File: config.mk
export PLATFORM = sky130hd
export DESIGN_NAME = mrm_register_map
export DESIGN_NICKNAME = d
export VERILOG_FILES = /design/src/mrm_sec_tick.v /design/src/mrm_ctl_slot.v /design/src/mrm_register_map.v
export VERILOG_INCLUDE_DIRS = /design/src
export SDC_FILE = /design/constraint.sdc
export NUM_CORES = 2
export LEC_CHECK = 0
export BUFFER_PORTS_ARGS = -buffer_cell sky130_fd_sc_hd__buf_2
export CORE_MARGIN = 1
export CORE_UTILIZATION = 40
export CTS_CLUSTER_SIZE = 20
export DETAILED_ROUTE_END_ITERATION = 10
export GPL_ROUTABILITY_DRIVEN = 0
export SLEW_MARGIN = 20
export SYNTH_ARGS = -nofsm -noshare
export SYNTH_HDL_FRONTEND = slang
export SYNTH_SLANG_ARGS = --single-unit
export TNS_END_PERCENT = 20
File: constraint.sdc
create_clock -name sys_clk -period 4.3 [get_ports sys_clk]
set_clock_uncertainty 0.2 [all_clocks]
set_input_delay 0.43 -clock sys_clk [delete_from_list [all_inputs] [get_ports sys_clk]]
set_output_delay 0.43 -clock sys_clk [all_outputs]
set_load 0.01 [all_outputs]
File: src/mrm_map.vh
// Purpose: Constants for the remote register map: functions, address regions, timing.
// Assumes: A 40 MHz system clock.
// Notes:   Printed register numbers are protocol addresses plus one.
`ifndef MRM_MAP_VH
`define MRM_MAP_VH

// Function codes and exception codes of the request port.
`define MRM_FN_READ_HOLD     8'h03
`define MRM_FN_WRITE_SINGLE  8'h06
`define MRM_FN_WRITE_MULTI   8'h10
`define MRM_EXC_NONE         8'h00
`define MRM_EXC_BAD_FUNC     8'h01
`define MRM_EXC_BAD_ADDR     8'h02
`define MRM_EXC_BAD_VALUE    8'h03

// Printed register number is the address plus this bias.
`define MRM_NUMBER_BIAS      16'h0001

// Regions inside one view, as protocol addresses, and the largest read quantity.
`define MRM_DISP_FIRST       16'h0000
`define MRM_DISP_LAST        16'h0028
`define MRM_ENG_FIRST        16'h0064
`define MRM_ENG_LAST         16'h012c
`define MRM_CTL_FIRST        16'h0320
`define MRM_CTL_LAST         16'h032f
`define MRM_READ_MAX_QTY     16'h007d

// View offsets: second burner and water-level unit.
`define MRM_SECOND_BASE      16'h2710
`define MRM_LEVEL_BASE       16'h4e20

// Writable register range and default.
`define MRM_CTL_MAX          16'h03e7
`define MRM_CTL_DEFAULT      16'h0000

// Refresh timeout.
`define MRM_CLK_HZ           40000000
`define MRM_REFRESH_TIME_S   60
`define MRM_TICK_CYCLES      (`MRM_CLK_HZ * 1)

// Named read-only holding addresses.
`define MRM_DRIVE0_POSITION  16'h0000
`define MRM_DRIVE1_POSITION  16'h0001
`define MRM_DRIVE2_POSITION  16'h0002
`define MRM_DRIVE3_POSITION  16'h0003
`define MRM_DRIVE4_POSITION  16'h0004
`define MRM_DRIVE5_POSITION  16'h0005
`define MRM_DRIVE6_POSITION  16'h0006
`define MRM_DRIVE7_POSITION  16'h0007
`define MRM_LEVEL_UNIT_DRAFT_PRESSURE    16'h503c
`define MRM_LEVEL_UNIT_DRAFT_OUTPUT      16'h503e
`define MRM_LEVEL_UNIT_DRAFT_SETPOINT    16'h5040
`define MRM_LEVEL_UNIT_PROGRAM_REVISION  16'h5078

`endif

File: src/mrm_sec_tick.v
// Purpose: One-cycle tick once per second of the system clock.
// Assumes: TICK_CYCLES is at least 2.
// Notes:   Shorten TICK_CYCLES in simulation.
`timescale 1ns/1ps
`include "mrm_map.vh"
module mrm_sec_tick #(
    parameter [31:0] TICK_CYCLES = `MRM_TICK_CYCLES
) (
    // Clock and reset
    input  wire        sys_clk,
    input  wire        nrst,
    // Tick
    output reg         tick
);

    reg [31:0] count;

    // Free-running divider; tick marks the wrap.
    always @(posedge sys_clk or negedge nrst) begin
        if (!nrst) begin
            count <= 32'h0;
            tick  <= 1'b0;
        end else if (count == TICK_CYCLES - 32'h1) begin
            count <= 32'h0;
            tick  <= 1'b1;
        end else begin
            count <= count + 32'h1;
            tick  <= 1'b0;
        end
    end

endmodule // mrm_sec_tick

File: src/mrm_ctl_slot.v
// Purpose: One writable remote-control register with range check and refresh timeout.
// Assumes: sec_tick pulses once a second.
// Notes:   Timeout falls between 60 and 61 seconds after the last write.
`timescale 1ns/1ps
`include "mrm_map.vh"
module mrm_ctl_slot (
    // Clock and reset
    input  wire        sys_clk,
    input  wire        nrst,
    // Write and time base
    input  wire        wr_stb,
    input  wire [15:0] wr_data,
    input  wire        sec_tick,
    // Control output
    output reg  [15:0] value,
    output reg         active
);

    reg [6:0] secs;
    wire      in_range;

    // Signed value must lie within 0 to the range limit.
    assign in_range = !wr_data[15] && (wr_data <= `MRM_CTL_MAX);

    // Write loads or disables; missing refresh reverts to default.
    always @(posedge sys_clk or negedge nrst) begin
        if (!nrst) begin
            value  <= `MRM_CTL_DEFAULT;
            active <= 1'b0;
            secs   <= 7'h0;
        end else if (wr_stb) begin
            secs <= 7'h0;
            if (in_range) begin
                value  <= wr_data;
                active <= 1'b1;
            end else begin
                value  <= `MRM_CTL_DEFAULT;
                active <= 1'b0;
            end
        end else if (active && sec_tick) begin
            if (secs == `MRM_REFRESH_TIME_S) begin
                value  <= `MRM_CTL_DEFAULT;
                active <= 1'b0;
                secs   <= 7'h0;
            end else begin
                secs <= secs + 7'h1;
            end
        end
    end

endmodule // mrm_ctl_slot

File: src/mrm_register_map.v
// Purpose: Remote holding-register map: reads of display, engineer and control values,
//          single writes of sixteen control registers per view.
// Assumes: val_data answers val_bank, val_is_eng and val_index in the same cycle.
// Notes:   One request at a time; req_ready is high only when idle.
//
// Summary of operation
// - Holding registers read by function 3, written singly by function 6.
// - Function 16 is not supported; the master must not use it.
// - Sixteen writable 16-bit registers sit at addresses 800 to 815.
// - Printed register number is the address plus one.
// - Value outside 0 to 999 disables the item and restores its default.
// - Without a rewrite for a minute the item times out to default.
// - Display values 0 to 40 read as read-only holding registers.
// - Engineer values 0 to 200 read as read-only holding registers.
// - All values are 16-bit signed integers, fractions scaled by ten powers.
// - Each item keeps its fixed scaling in normal operation.
// - Second burner view appears at address plus 10000 in twin mode.
// - Water-level unit view appears at address plus 20000 when present.
`timescale 1ns/1ps
`include "mrm_map.vh"
module mrm_register_map #(
    parameter [31:0] TICK_CYCLES = `MRM_TICK_CYCLES
) (
    // Clock and reset
    input  wire         sys_clk,
    input  wire         nrst,
    // Request from the protocol engine
    input  wire         req_valid,
    output wire         req_ready,
    input  wire [7:0]   req_func,
    input  wire [15:0]  req_addr,
    input  wire [15:0]  req_word,
    // Answer to the protocol engine
    output reg          rsp_valid,
    output reg  [7:0]   rsp_func,
    output reg  [7:0]   rsp_exc,
    output reg  [15:0]  rsp_addr,
    output reg  [15:0]  rsp_data,
    output reg          rsp_last,
    // Read-only value source
    output reg  [1:0]   val_bank,
    output reg          val_is_eng,
    output reg  [8:0]   val_index,
    input  wire [15:0]  val_data,
    // Configuration
    input  wire         twin_mode,
    input  wire         level_unit_present,
    // Remote-control values, sixteen per view, three views
    output wire [767:0] ctl_value,
    output wire [47:0]  ctl_active
);

    // Regions inside one view.
    localparam [1:0] RG_NONE = 2'h0;
    localparam [1:0] RG_DISP = 2'h1;
    localparam [1:0] RG_ENG  = 2'h2;
    localparam [1:0] RG_CTL  = 2'h3;

    // Controller states.
    localparam       ST_IDLE = 1'b0;
    localparam       ST_READ = 1'b1;

    // Splits an address into view number and local address.
    function [17:0] mrm_split;
        input [15:0] a;
        begin
            if (a >= `MRM_LEVEL_BASE)
                mrm_split = {2'h2, a - `MRM_LEVEL_BASE};
            else if (a >= `MRM_SECOND_BASE)
                mrm_split = {2'h1, a - `MRM_SECOND_BASE};
            else
                mrm_split = {2'h0, a};
        end
    endfunction

    // Classifies a local address into its region.
    function [1:0] mrm_region;
        input [15:0] a;
        begin
            if (a <= `MRM_DISP_LAST)
                mrm_region = RG_DISP;
            else if (a >= `MRM_ENG_FIRST && a <= `MRM_ENG_LAST)
                mrm_region = RG_ENG;
            else if (a >= `MRM_CTL_FIRST && a <= `MRM_CTL_LAST)
                mrm_region = RG_CTL;
            else
                mrm_region = RG_NONE;
        end
    endfunction

    // Index of a display or engineer value within its list.
    function [8:0] mrm_val_index;
        input [1:0]  rg;
        input [15:0] a;
        reg   [15:0] d;
        begin
            d = a - `MRM_ENG_FIRST;
            mrm_val_index = (rg == RG_ENG) ? d[8:0] : a[8:0];
        end
    endfunction

    reg         state;
    reg  [1:0]  cur_bank;
    reg  [15:0] cur_local;
    reg  [15:0] cur_abs;
    reg  [1:0]  cur_region;
    reg  [15:0] remaining;

    reg  [17:0] split;
    reg  [1:0]  req_bank;
    reg  [15:0] req_local;
    reg  [16:0] end_wide;
    reg  [1:0]  rg_start;
    reg  [1:0]  rg_end;
    reg         bank_ok;
    reg         qty_ok;
    reg         rd_ok;
    reg         wr_ok;
    reg  [15:0] ctl_off;
    reg  [15:0] next_local;
    reg  [15:0] cur_off;

    wire        wr_fire;
    wire [5:0]  wr_sel;
    wire [5:0]  rd_sel;
    wire        sec_tick;

    assign req_ready = (state == ST_IDLE);

    // Decode of the offered request: view, region, quantity and legality.
    always @* begin
        split     = mrm_split(req_addr);
        req_bank  = split[17:16];
        req_local = split[15:0];
        end_wide  = {1'b0, req_local} + {1'b0, req_word} - 17'h1;
        rg_start  = mrm_region(req_local);
        rg_end    = mrm_region(end_wide[15:0]);
        bank_ok   = (req_bank == 2'h0) ||
                    (req_bank == 2'h1 && twin_mode) ||
                    (req_bank == 2'h2 && level_unit_present);
        qty_ok    = (req_word != 16'h0) && (req_word <= `MRM_READ_MAX_QTY);
        rd_ok     = bank_ok && (rg_start != RG_NONE) && (rg_start == rg_end) &&
                    !end_wide[16];
        wr_ok     = bank_ok && (rg_start == RG_CTL);
        ctl_off   = req_local - `MRM_CTL_FIRST;
        next_local = cur_local + 16'h1;
        cur_off   = cur_local - `MRM_CTL_FIRST;
    end

    // A single write to a writable address of a present view.
    assign wr_fire = req_valid && (state == ST_IDLE) &&
                     (req_func == `MRM_FN_WRITE_SINGLE) && wr_ok;
    assign wr_sel  = {req_bank, ctl_off[3:0]};
    assign rd_sel  = {cur_bank, cur_off[3:0]};

    mrm_sec_tick #(
        .TICK_CYCLES (TICK_CYCLES)
    ) u_tick (
        .sys_clk (sys_clk),
        .nrst    (nrst),
        .tick    (sec_tick)
    );

    // One control slot per writable address in each of the three views.
    genvar g;
    generate
        for (g = 0; g < 48; g = g + 1) begin : gen_slot
            mrm_ctl_slot u_slot (
                .sys_clk  (sys_clk),
                .nrst     (nrst),
                .wr_stb   (wr_fire && (wr_sel == g)),
                .wr_data  (req_word),
                .sec_tick (sec_tick),
                .value    (ctl_value[g*16 +: 16]),
                .active   (ctl_active[g])
            );
        end
    endgenerate

    // Request handling and answer generation; reads stream one word a cycle.
    always @(posedge sys_clk or negedge nrst) begin
        if (!nrst) begin
            state      <= ST_IDLE;
            rsp_valid  <= 1'b0;
            rsp_func   <= 8'h00;
            rsp_exc    <= `MRM_EXC_NONE;
            rsp_addr   <= 16'h0000;
            rsp_data   <= 16'h0000;
            rsp_last   <= 1'b0;
            val_bank   <= 2'h0;
            val_is_eng <= 1'b0;
            val_index  <= 9'h000;
            cur_bank   <= 2'h0;
            cur_local  <= 16'h0000;
            cur_abs    <= 16'h0000;
            cur_region <= RG_NONE;
            remaining  <= 16'h0000;
        end else begin
            rsp_valid <= 1'b0;
            rsp_last  <= 1'b0;
            case (state)
                ST_IDLE: begin
                    if (req_valid) begin
                        rsp_func <= req_func;
                        rsp_addr <= req_addr;
                        case (req_func)
                            `MRM_FN_READ_HOLD: begin
                                if (!qty_ok) begin
                                    rsp_valid <= 1'b1;
                                    rsp_last  <= 1'b1;
                                    rsp_exc   <= `MRM_EXC_BAD_VALUE;
                                    rsp_data  <= 16'h0000;
                                end else if (!rd_ok) begin
                                    rsp_valid <= 1'b1;
                                    rsp_last  <= 1'b1;
                                    rsp_exc   <= `MRM_EXC_BAD_ADDR;
                                    rsp_data  <= 16'h0000;
                                end else begin
                                    // Reads of display, engineer and control values.
                                    rsp_exc    <= `MRM_EXC_NONE;
                                    cur_bank   <= req_bank;
                                    cur_local  <= req_local;
                                    cur_abs    <= req_addr;
                                    cur_region <= rg_start;
                                    remaining  <= req_word;
                                    val_bank   <= req_bank;
                                    val_is_eng <= (rg_start == RG_ENG);
                                    val_index  <= mrm_val_index(rg_start, req_local);
                                    state      <= ST_READ;
                                end
                            end
                            `MRM_FN_WRITE_SINGLE: begin
                                rsp_valid <= 1'b1;
                                rsp_last  <= 1'b1;
                                rsp_data  <= wr_ok ? req_word : 16'h0000;
                                rsp_exc   <= wr_ok ? `MRM_EXC_NONE
                                                   : `MRM_EXC_BAD_ADDR;
                            end
                            default: begin
                                // Write-multiple and all other functions are refused.
                                rsp_valid <= 1'b1;
                                rsp_last  <= 1'b1;
                                rsp_exc   <= `MRM_EXC_BAD_FUNC;
                                rsp_data  <= 16'h0000;
                            end
                        endcase
                    end
                end
                ST_READ: begin
                    // Values pass through unchanged: signed, scaled by the source.
                    rsp_valid <= 1'b1;
                    rsp_addr  <= cur_abs;
                    rsp_data  <= (cur_region == RG_CTL) ? ctl_value[rd_sel*16 +: 16]
                                                        : val_data;
                    cur_abs   <= cur_abs + 16'h1;
                    cur_local <= next_local;
                    val_index <= mrm_val_index(cur_region, next_local);
                    remaining <= remaining - 16'h1;
                    if (remaining == 16'h1) begin
                        rsp_last <= 1'b1;
                        state    <= ST_IDLE;
                    end
                end
                default: begin
                    state <= ST_IDLE;
                end
            endcase
        end
    end

endmodule // mrm_register_map

# Word-level counts from Yosys, hierarchy flattened
# Cells that the tools add are included.
# totals
reg_bits	1298
input_bits	61
out_inout_bits	879
wordCells	1106
# classes
addsub	60
magnitude_cmp	14
n_eq_ne	111
shifts	1
muxes	492
n_bitwise	1
reduce_logical	267
# ops
operator	count
$mux W16	163
$mux W7	144
$shiftx A768 B11 Y16	1
$add A7 B1 Y7 const B	48
$eq A7 B6 Y1 const B	48
$reduce_bool A2 Y1	97
$pmux W16 S2	6
$mux W1	156
$logic_and A1 B1 Y1	111
$reduce_and A2 Y1	50
$eq A6 B5 Y1 const B	16
$eq A6 B6 Y1 const B	16
$mux W9	6
$eq A6 B4 Y1 const B	8
$le A16 B10 Y1 const B	3
$add A16 B1 Y16 const B	2
$add A32 B1 Y32 const B	1
$eq A32 B26 Y1 const B	1
$ge A16 B10 Y1 const B	2
$ge A16 B7 Y1 const B	2
$le A16 B6 Y1 const B	2
$le A16 B9 Y1 const B	2
$mux W32	1
$eq A6 B3 Y1 const B	4
other kinds (35)	56

# Depth between registers and ports, before layout
# logic_depth
ltp_word	18
depth_mapped	25
depth_no_buf	22

# Hierarchy
# From an unflattened synthesis, not the netlist that was laid out.
# unflattened
cells_unflattened	6787
hier_area_um2	67297.0
# modules_own_cells
mod	instances	cells_per_inst	area_per_inst_um2	seq_area_each_um2
mrm_ctl_slot	48	110	1068.5	600.6
mrm_register_map	1	1345	14361.3	2452.4
mrm_sec_tick	1	162	1646.6	825.8

# Least setup slack after synthesis
# OpenSTA, ideal clock, no wires.
# synth_timing
path_type	input to register
start	input port req_addr[4]
end	register val_index[0]
setup_time_ps	148
arrival_ps	5588
setup_slack_ps	-1636
path_stages	23
cell_sequence	clkbuf_1 -> clkinv_1 -> ha_1 -> a21boi_2 -> o21ai_4 -> buf_4 -> nor2_1 -> xnor2_1 -> ha_1 -> inv_1 -> ha_1 -> and3_1 -> a221oi_1 -> o21ai_1 -> o21ba_2 -> nor4_1 -> a31oi_1 -> or4b_2 -> nor4_1 -> o21ai_1 -> buf_4 -> mux2i_1 -> mux2i_1
# synth_via
elab_chain_cells	15
word_cells_on_any_way	51
classes_between	add/sub (5); order compare (12); eq/ne (5); mux (14); reduce/logical (15)
# synth_lines
item	line_no	text
from (decl)	mrm_register_map.v:31	input wire [15:0] req_addr,
$sub A16 B14 Y16 (no source line) / $ge A16 B14 Y1 (equally long branches)	--	
$mux W17	mrm_register_map.v:69	else if (a >= `MRM_SECOND_BASE)
$mux W18 (*)	mrm_register_map.v:67	if (a >= `MRM_LEVEL_BASE)
$add A16 B16 Y17 (tied with other cells)	mrm_register_map.v:135	end_wide = {1'b0, req_local} + {1'b0, req_word} - 17'h1;
$sub A17 B1 Y17 / $logic_and A1 B1 Y1 (equally long branches)	--	
$ge A16 B10 Y1 (no source line) (tied with other cells)	--	
$logic_and A1 B1 Y1 (no source line) / $mux W2 (equally long branches)	--	
$mux W2 (on tied branches)	mrm_register_map.v:84, mrm_register_map.v:80	
$mux W2 / $eq A2 B2 Y1 (equally long branches)	mrm_register_map.v:82, mrm_register_map.v:98	
$mux W2 / $mux W9 (equally long branches)	mrm_register_map.v:80, mrm_register_map.v:98	
$eq A2 B2 Y1 / $mux W9 (equally long branches)	mrm_register_map.v:142, mrm_register_map.v:213	
$logic_and A1 B1 Y1 / $mux W9 (equally long branches)	mrm_register_map.v:142, mrm_register_map.v:208	
$logic_and A1 B1 Y1 / $mux W9 (equally long branches)	mrm_register_map.v:142, mrm_register_map.v:206	
$ne A2 B1 Y1 (no source line) / $mux W9 (equally long branches)	--	
$reduce_and A4 Y1 (no source line) / $pmux W9 S2 (equally long branches)	--	
to (signal assigned)	mrm_register_map.v:228	val_index <= mrm_val_index(rg_start, req_local);
to (signal assigned)	mrm_register_map.v:257	val_index <= mrm_val_index(cur_region, next_local);
to (decl)	mrm_register_map.v:43	output reg [8:0] val_index,
# Mark *: on every way between the ends. The rest lies on a longest branch, timed or not. The select of a mux whose other input is x is not followed.
# A chain may end at the register's enable or synchronous reset.

# Worst setup path after layout
# layout_timing
start	input port req_addr[7]
end	register remaining[12]
# layout_via
elab_chain_cells	15
word_cells_on_any_way	43
classes_between	add/sub (4); order compare (12); eq/ne (4); mux (8); reduce/logical (15)
# layout_lines
item	line_no	text
$sub A16 B14 Y16 (no source line) / $ge A16 B14 Y1 (equally long branches)	--	
$mux W17	mrm_register_map.v:69	
$mux W18 (*)	mrm_register_map.v:67	
$add A16 B16 Y17	mrm_register_map.v:135	
$sub A17 B1 Y17	mrm_register_map.v:135	
$ge A16 B10 Y1 (no source line) / $le A16 B10 Y1 (equally long branches)	--	
$logic_and A1 B1 Y1 (no source line)	--	
$mux W2	mrm_register_map.v:84	else if (a >= `MRM_CTL_FIRST && a <= `MRM_CTL_LAST)
$mux W2	mrm_register_map.v:82	else if (a >= `MRM_ENG_FIRST && a <= `MRM_ENG_LAST)
$mux W2	mrm_register_map.v:80	if (a <= `MRM_DISP_LAST)
$eq A2 B2 Y1	mrm_register_map.v:142	rd_ok = bank_ok && (rg_start != RG_NONE) && (rg_start == rg_end) &&
$logic_and A1 B1 Y1	mrm_register_map.v:142	
$logic_and A1 B1 Y1 (*)	mrm_register_map.v:142	
$ne A2 B1 Y1 (no source line) (*)	--	
$reduce_and A4 Y1 (no source line) (*)	--	
to (signal assigned)	mrm_register_map.v:225	remaining <= req_word;
to (signal assigned)	mrm_register_map.v:258	remaining <= remaining - 16'h1;
to (decl)	mrm_register_map.v:107	reg [15:0] remaining;
# Mark *: on every way between the ends. The rest lies on a longest branch, timed or not.

==> reports/results.tsv <==
stage	metric	value	unit
critical_path	CP endpoint kind	flip-flop	
die	FP Rows	143	
run_status	status	finished, violations left	
critical_path	critical path arrival	5.11	ns
min_path	Hold Path End	cur_abs[7]	
yosys	#FFs+latches synth	1283	
global_route	largest net degree at the start of global routing	122	
detailed_routing	via-per-instance ratio	5.85	
critical_path	R2R setup slack	0.55	ns
cells_and_area	layout cells sized above 1	31.6	%
die	Initial Util	40.5	%
yosys	top_reg_cell synth	dfrtp_1	
min_path	min-delay src	req_addr[7]	
critical_path	crit path kind	input pin to flip-flop	
critical_path	max incr delay on CP	0.52	ns
cells_and_area	fin cells	8736	
yosys	mapped cell area	61800	um2
run_status	failing checks	antenna violations, negative setup slack	
detailed_routing	Detailed Routing Iterations Pass 1	6	
detailed_routing	drt drc	0	
min_path	WHS Path Cells	5	
critical_path	Top cell by count, worst path	o21ai_4	
global_route	GR Util All Layers	32.5	%
critical_path	CP bufs+invs	7	
clocking	worst skew pair latency	0.81	ns
global_route	total congestion overflow	0	
min_path	worst min path class	input pin to flip-flop	
critical_path	critical path peak fanout	8	
sta	setup TNS	-16.20	ns
clocking	Root Driver	clkbuf_16	
die	DIE HEIGHT	395	um
clocking	total CTS buffers	148	
yosys	synth top area cells	dfrtp_1 52%, mux4_2 8.7%, a22o_1 6.4%	
critical_path	reg2reg start	val_index[0]	
placed_design	Cells after DPL	8376	
detailed_routing	DR iter-0 viols	5055	
critical_path	WP data required	4.73	ns
yosys	commonest cells in the synthesized netlist	1,283 x dfrtp_1, 471 x nor2_1, 455 x a22o_1	
sta	f_max	214	MHz
sta	Final setup viols	64	
clocking	H-tree level count	4	
yosys	Netlist cell types	100	
clocking	CTS tree	done	
sta	period utilization	109	%
critical_path	Startpoint Class	input pin	
cells_and_area	Design Area, Final	78900	um2
global_route	vias in the first global route	49560	
sta	RSZ-0062 raised after global routing	true	
detailed_routing	final wirelength	258000	um
yosys	async set-or-reset flop fraction in the synthesized netlist	100	%
cells_and_area	fin util	51.7	%
placed_design	HPWL after detailed placement	191000	um
detailed_routing	Post-DRT Antenna Nets	1	
yosys	area leader, netlist	dfrtp_1	
yosys	post-synth top area share	51.9	%
placed_design	placed cell areas	72600	um2
detailed_routing	Via Count	51073	
global_route	initial antenna violation count	34	
critical_path	Crit path max-delay family	simple AND/OR/NAND/NOR gates	
placed_design	DP Worst Slack	-1.38	ns
cells_and_area	final net count	6770	
yosys	Ys Warns	0	
clocking	Reg clk slew, reported paths	0.06	ns
die	Core Area	153000	um2
yosys	Syn Area/Cell	11.6	um2
flow_run	Max Cap Viol	0	
die	boundary pin count	940	
sta	final hold slack	0.000160	ns
clocking	CTS sink cnt	1283	
power	leak pwr	38.8	nW
critical_path	worst reg2reg endpoint	rsp_data[7]	
clocking	Clock Path Buffers	3	
power	cell area power density	342	nW/um2
power	worst vdd ir	369	uV
yosys	most numerous cell in the Yosys netlist	dfrtp_1	
die	area of the die	156000	um2
sta	Final WS setup	-0.374	ns
critical_path	Reg2Reg Depth	7	
power	Tot Pwr	27.0	mW
sta	Final min period	4.67	ns
sta	worst slew pin tran	1.21	ns
sta	Max Slew Vio Count	0	
yosys	Cells after Synth	5319	
yosys	sequential share of the synthesized area	51.9	%
yosys	Post-synth EDFFs	0	
die	die width	395	um
placed_design	Port Buffers	933	
critical_path	Slowest-stage cell, CP	or4b_4	
cells_and_area	Area growth syn-to-layout	27.5	%
sta	final hold violations	0	
sta	Max-slew headroom	19.2	%
global_route	first-pass GRT wire length	367000	um
detailed_routing	routed len/inst	29.5	um
## worst register-to-register path: stages (launching register included)
cell and delay [ns]:
dfrtp_4 0.64, buf_12 0.27, mux4_2 0.69, mux4_2 0.60, mux2i_1 0.63, o221ai_1 0.30, o21ai_0 0.16, a22oi_1 0.11
## worst max path at each step
stage / from / end / cells after the start
finish: req_addr[7] / remaining[12] / 25
global placement: req_addr[5] / cur_abs[12] / 25
global route: req_addr[6] / cur_abs[11] / 26
CTS: req_addr[5] / cur_local[8] / 25
detailed placement: req_addr[5] / cur_abs[2] / 25
floorplan: req_addr[4] / val_index[0] / 24
## metal layers
metal,GRT usage [%],vias to the layer above,part of all wire [%],routed length (um)
met5,0,-,0.020,51
met4,14.9,8,5.1,13200
met3,8.42,509,9.5,24400
met2,49.1,2728,45,116000
met1,43.7,26394,40,104000
li1,-,21434,-,-
## sequential cells by signal, summed over array words and instances (netlist names), 7 cells and up
register                flops
gen_slot.u_slot.value     768
gen_slot.u_slot.secs      336
gen_slot.u_slot.active     48
u_tick.count               32
cur_abs                    16
remaining                  16
rsp_addr                   16
rsp_data                   16
val_index                   9
rsp_func                    8
cur_local                   7
## cells by family (layout without fill, tap and decap cells)
family,after synthesis,in the layout,synth area share [%]
flops,1283,1283,51.9
compound gates,931,931,11.6
mux,374,374,10.9
other cells,1,28,0.00606
fa+ha+maj,142,142,2.89
simple gates,1633,1633,13.3
buf+inv,593,1953,4.20
xor+xnor,362,362,5.14
## cells in the final DEF, fill, tap and decap left out, drive strengths merged, types with 207 or more instances in the layout
| master | synthesis | final |
|---|---|---|
| and2 | 337 | 337 |
| xnor2 | 211 | 211 |
| clkbuf | 232 | 213 |
| nand2 | 349 | 349 |
| nor2 | 475 | 475 |
| mux4 | 240 | 240 |
| a22o | 455 | 455 |
| buf | 157 | 1433 |
| dfrtp | 1283 | 1283 |
| inv | 203 | 207 |
## area by class of cell
| class | count | area, um2 |
|---|---|---|
| Clock buffer | 212 | 4260 |
| Multi-Input combinational cell | 3448 | 27700 |
| Tap cell | 2030 | 2540 |
| Fill cell | 13321 | 73800 |
| Antenna cell | 22 | 55.1 |
| Inverter | 204 | 781 |
| Sequential cell | 1283 | 32100 |
| Timing Repair Buffer | 1482 | 10400 |
| Clock inverter | 55 | 922 |
## what timing repair did
action / 4_1_cts / 5_1_grt
gates resized for setup: 34 / 50
hold buffers: 47 / 0
buffers inserted: 11 / 9
hold endpoints to repair: 144 / 0
gates cloned: 3 / 1
setup endpoints to repair: 72 / 73
pin swaps: 14 / 19
## power by group
part           internal [mW]  total [mW]  switching [mW]  leakage (nW)
sequential              12.1        12.1         0.00640          17.4
clock                   7.74        13.3            5.59          2.51
combinational          0.570        1.54           0.967          18.9
total                   20.4        27.0            6.56          38.8
Power figures use the tool's default switching activity.
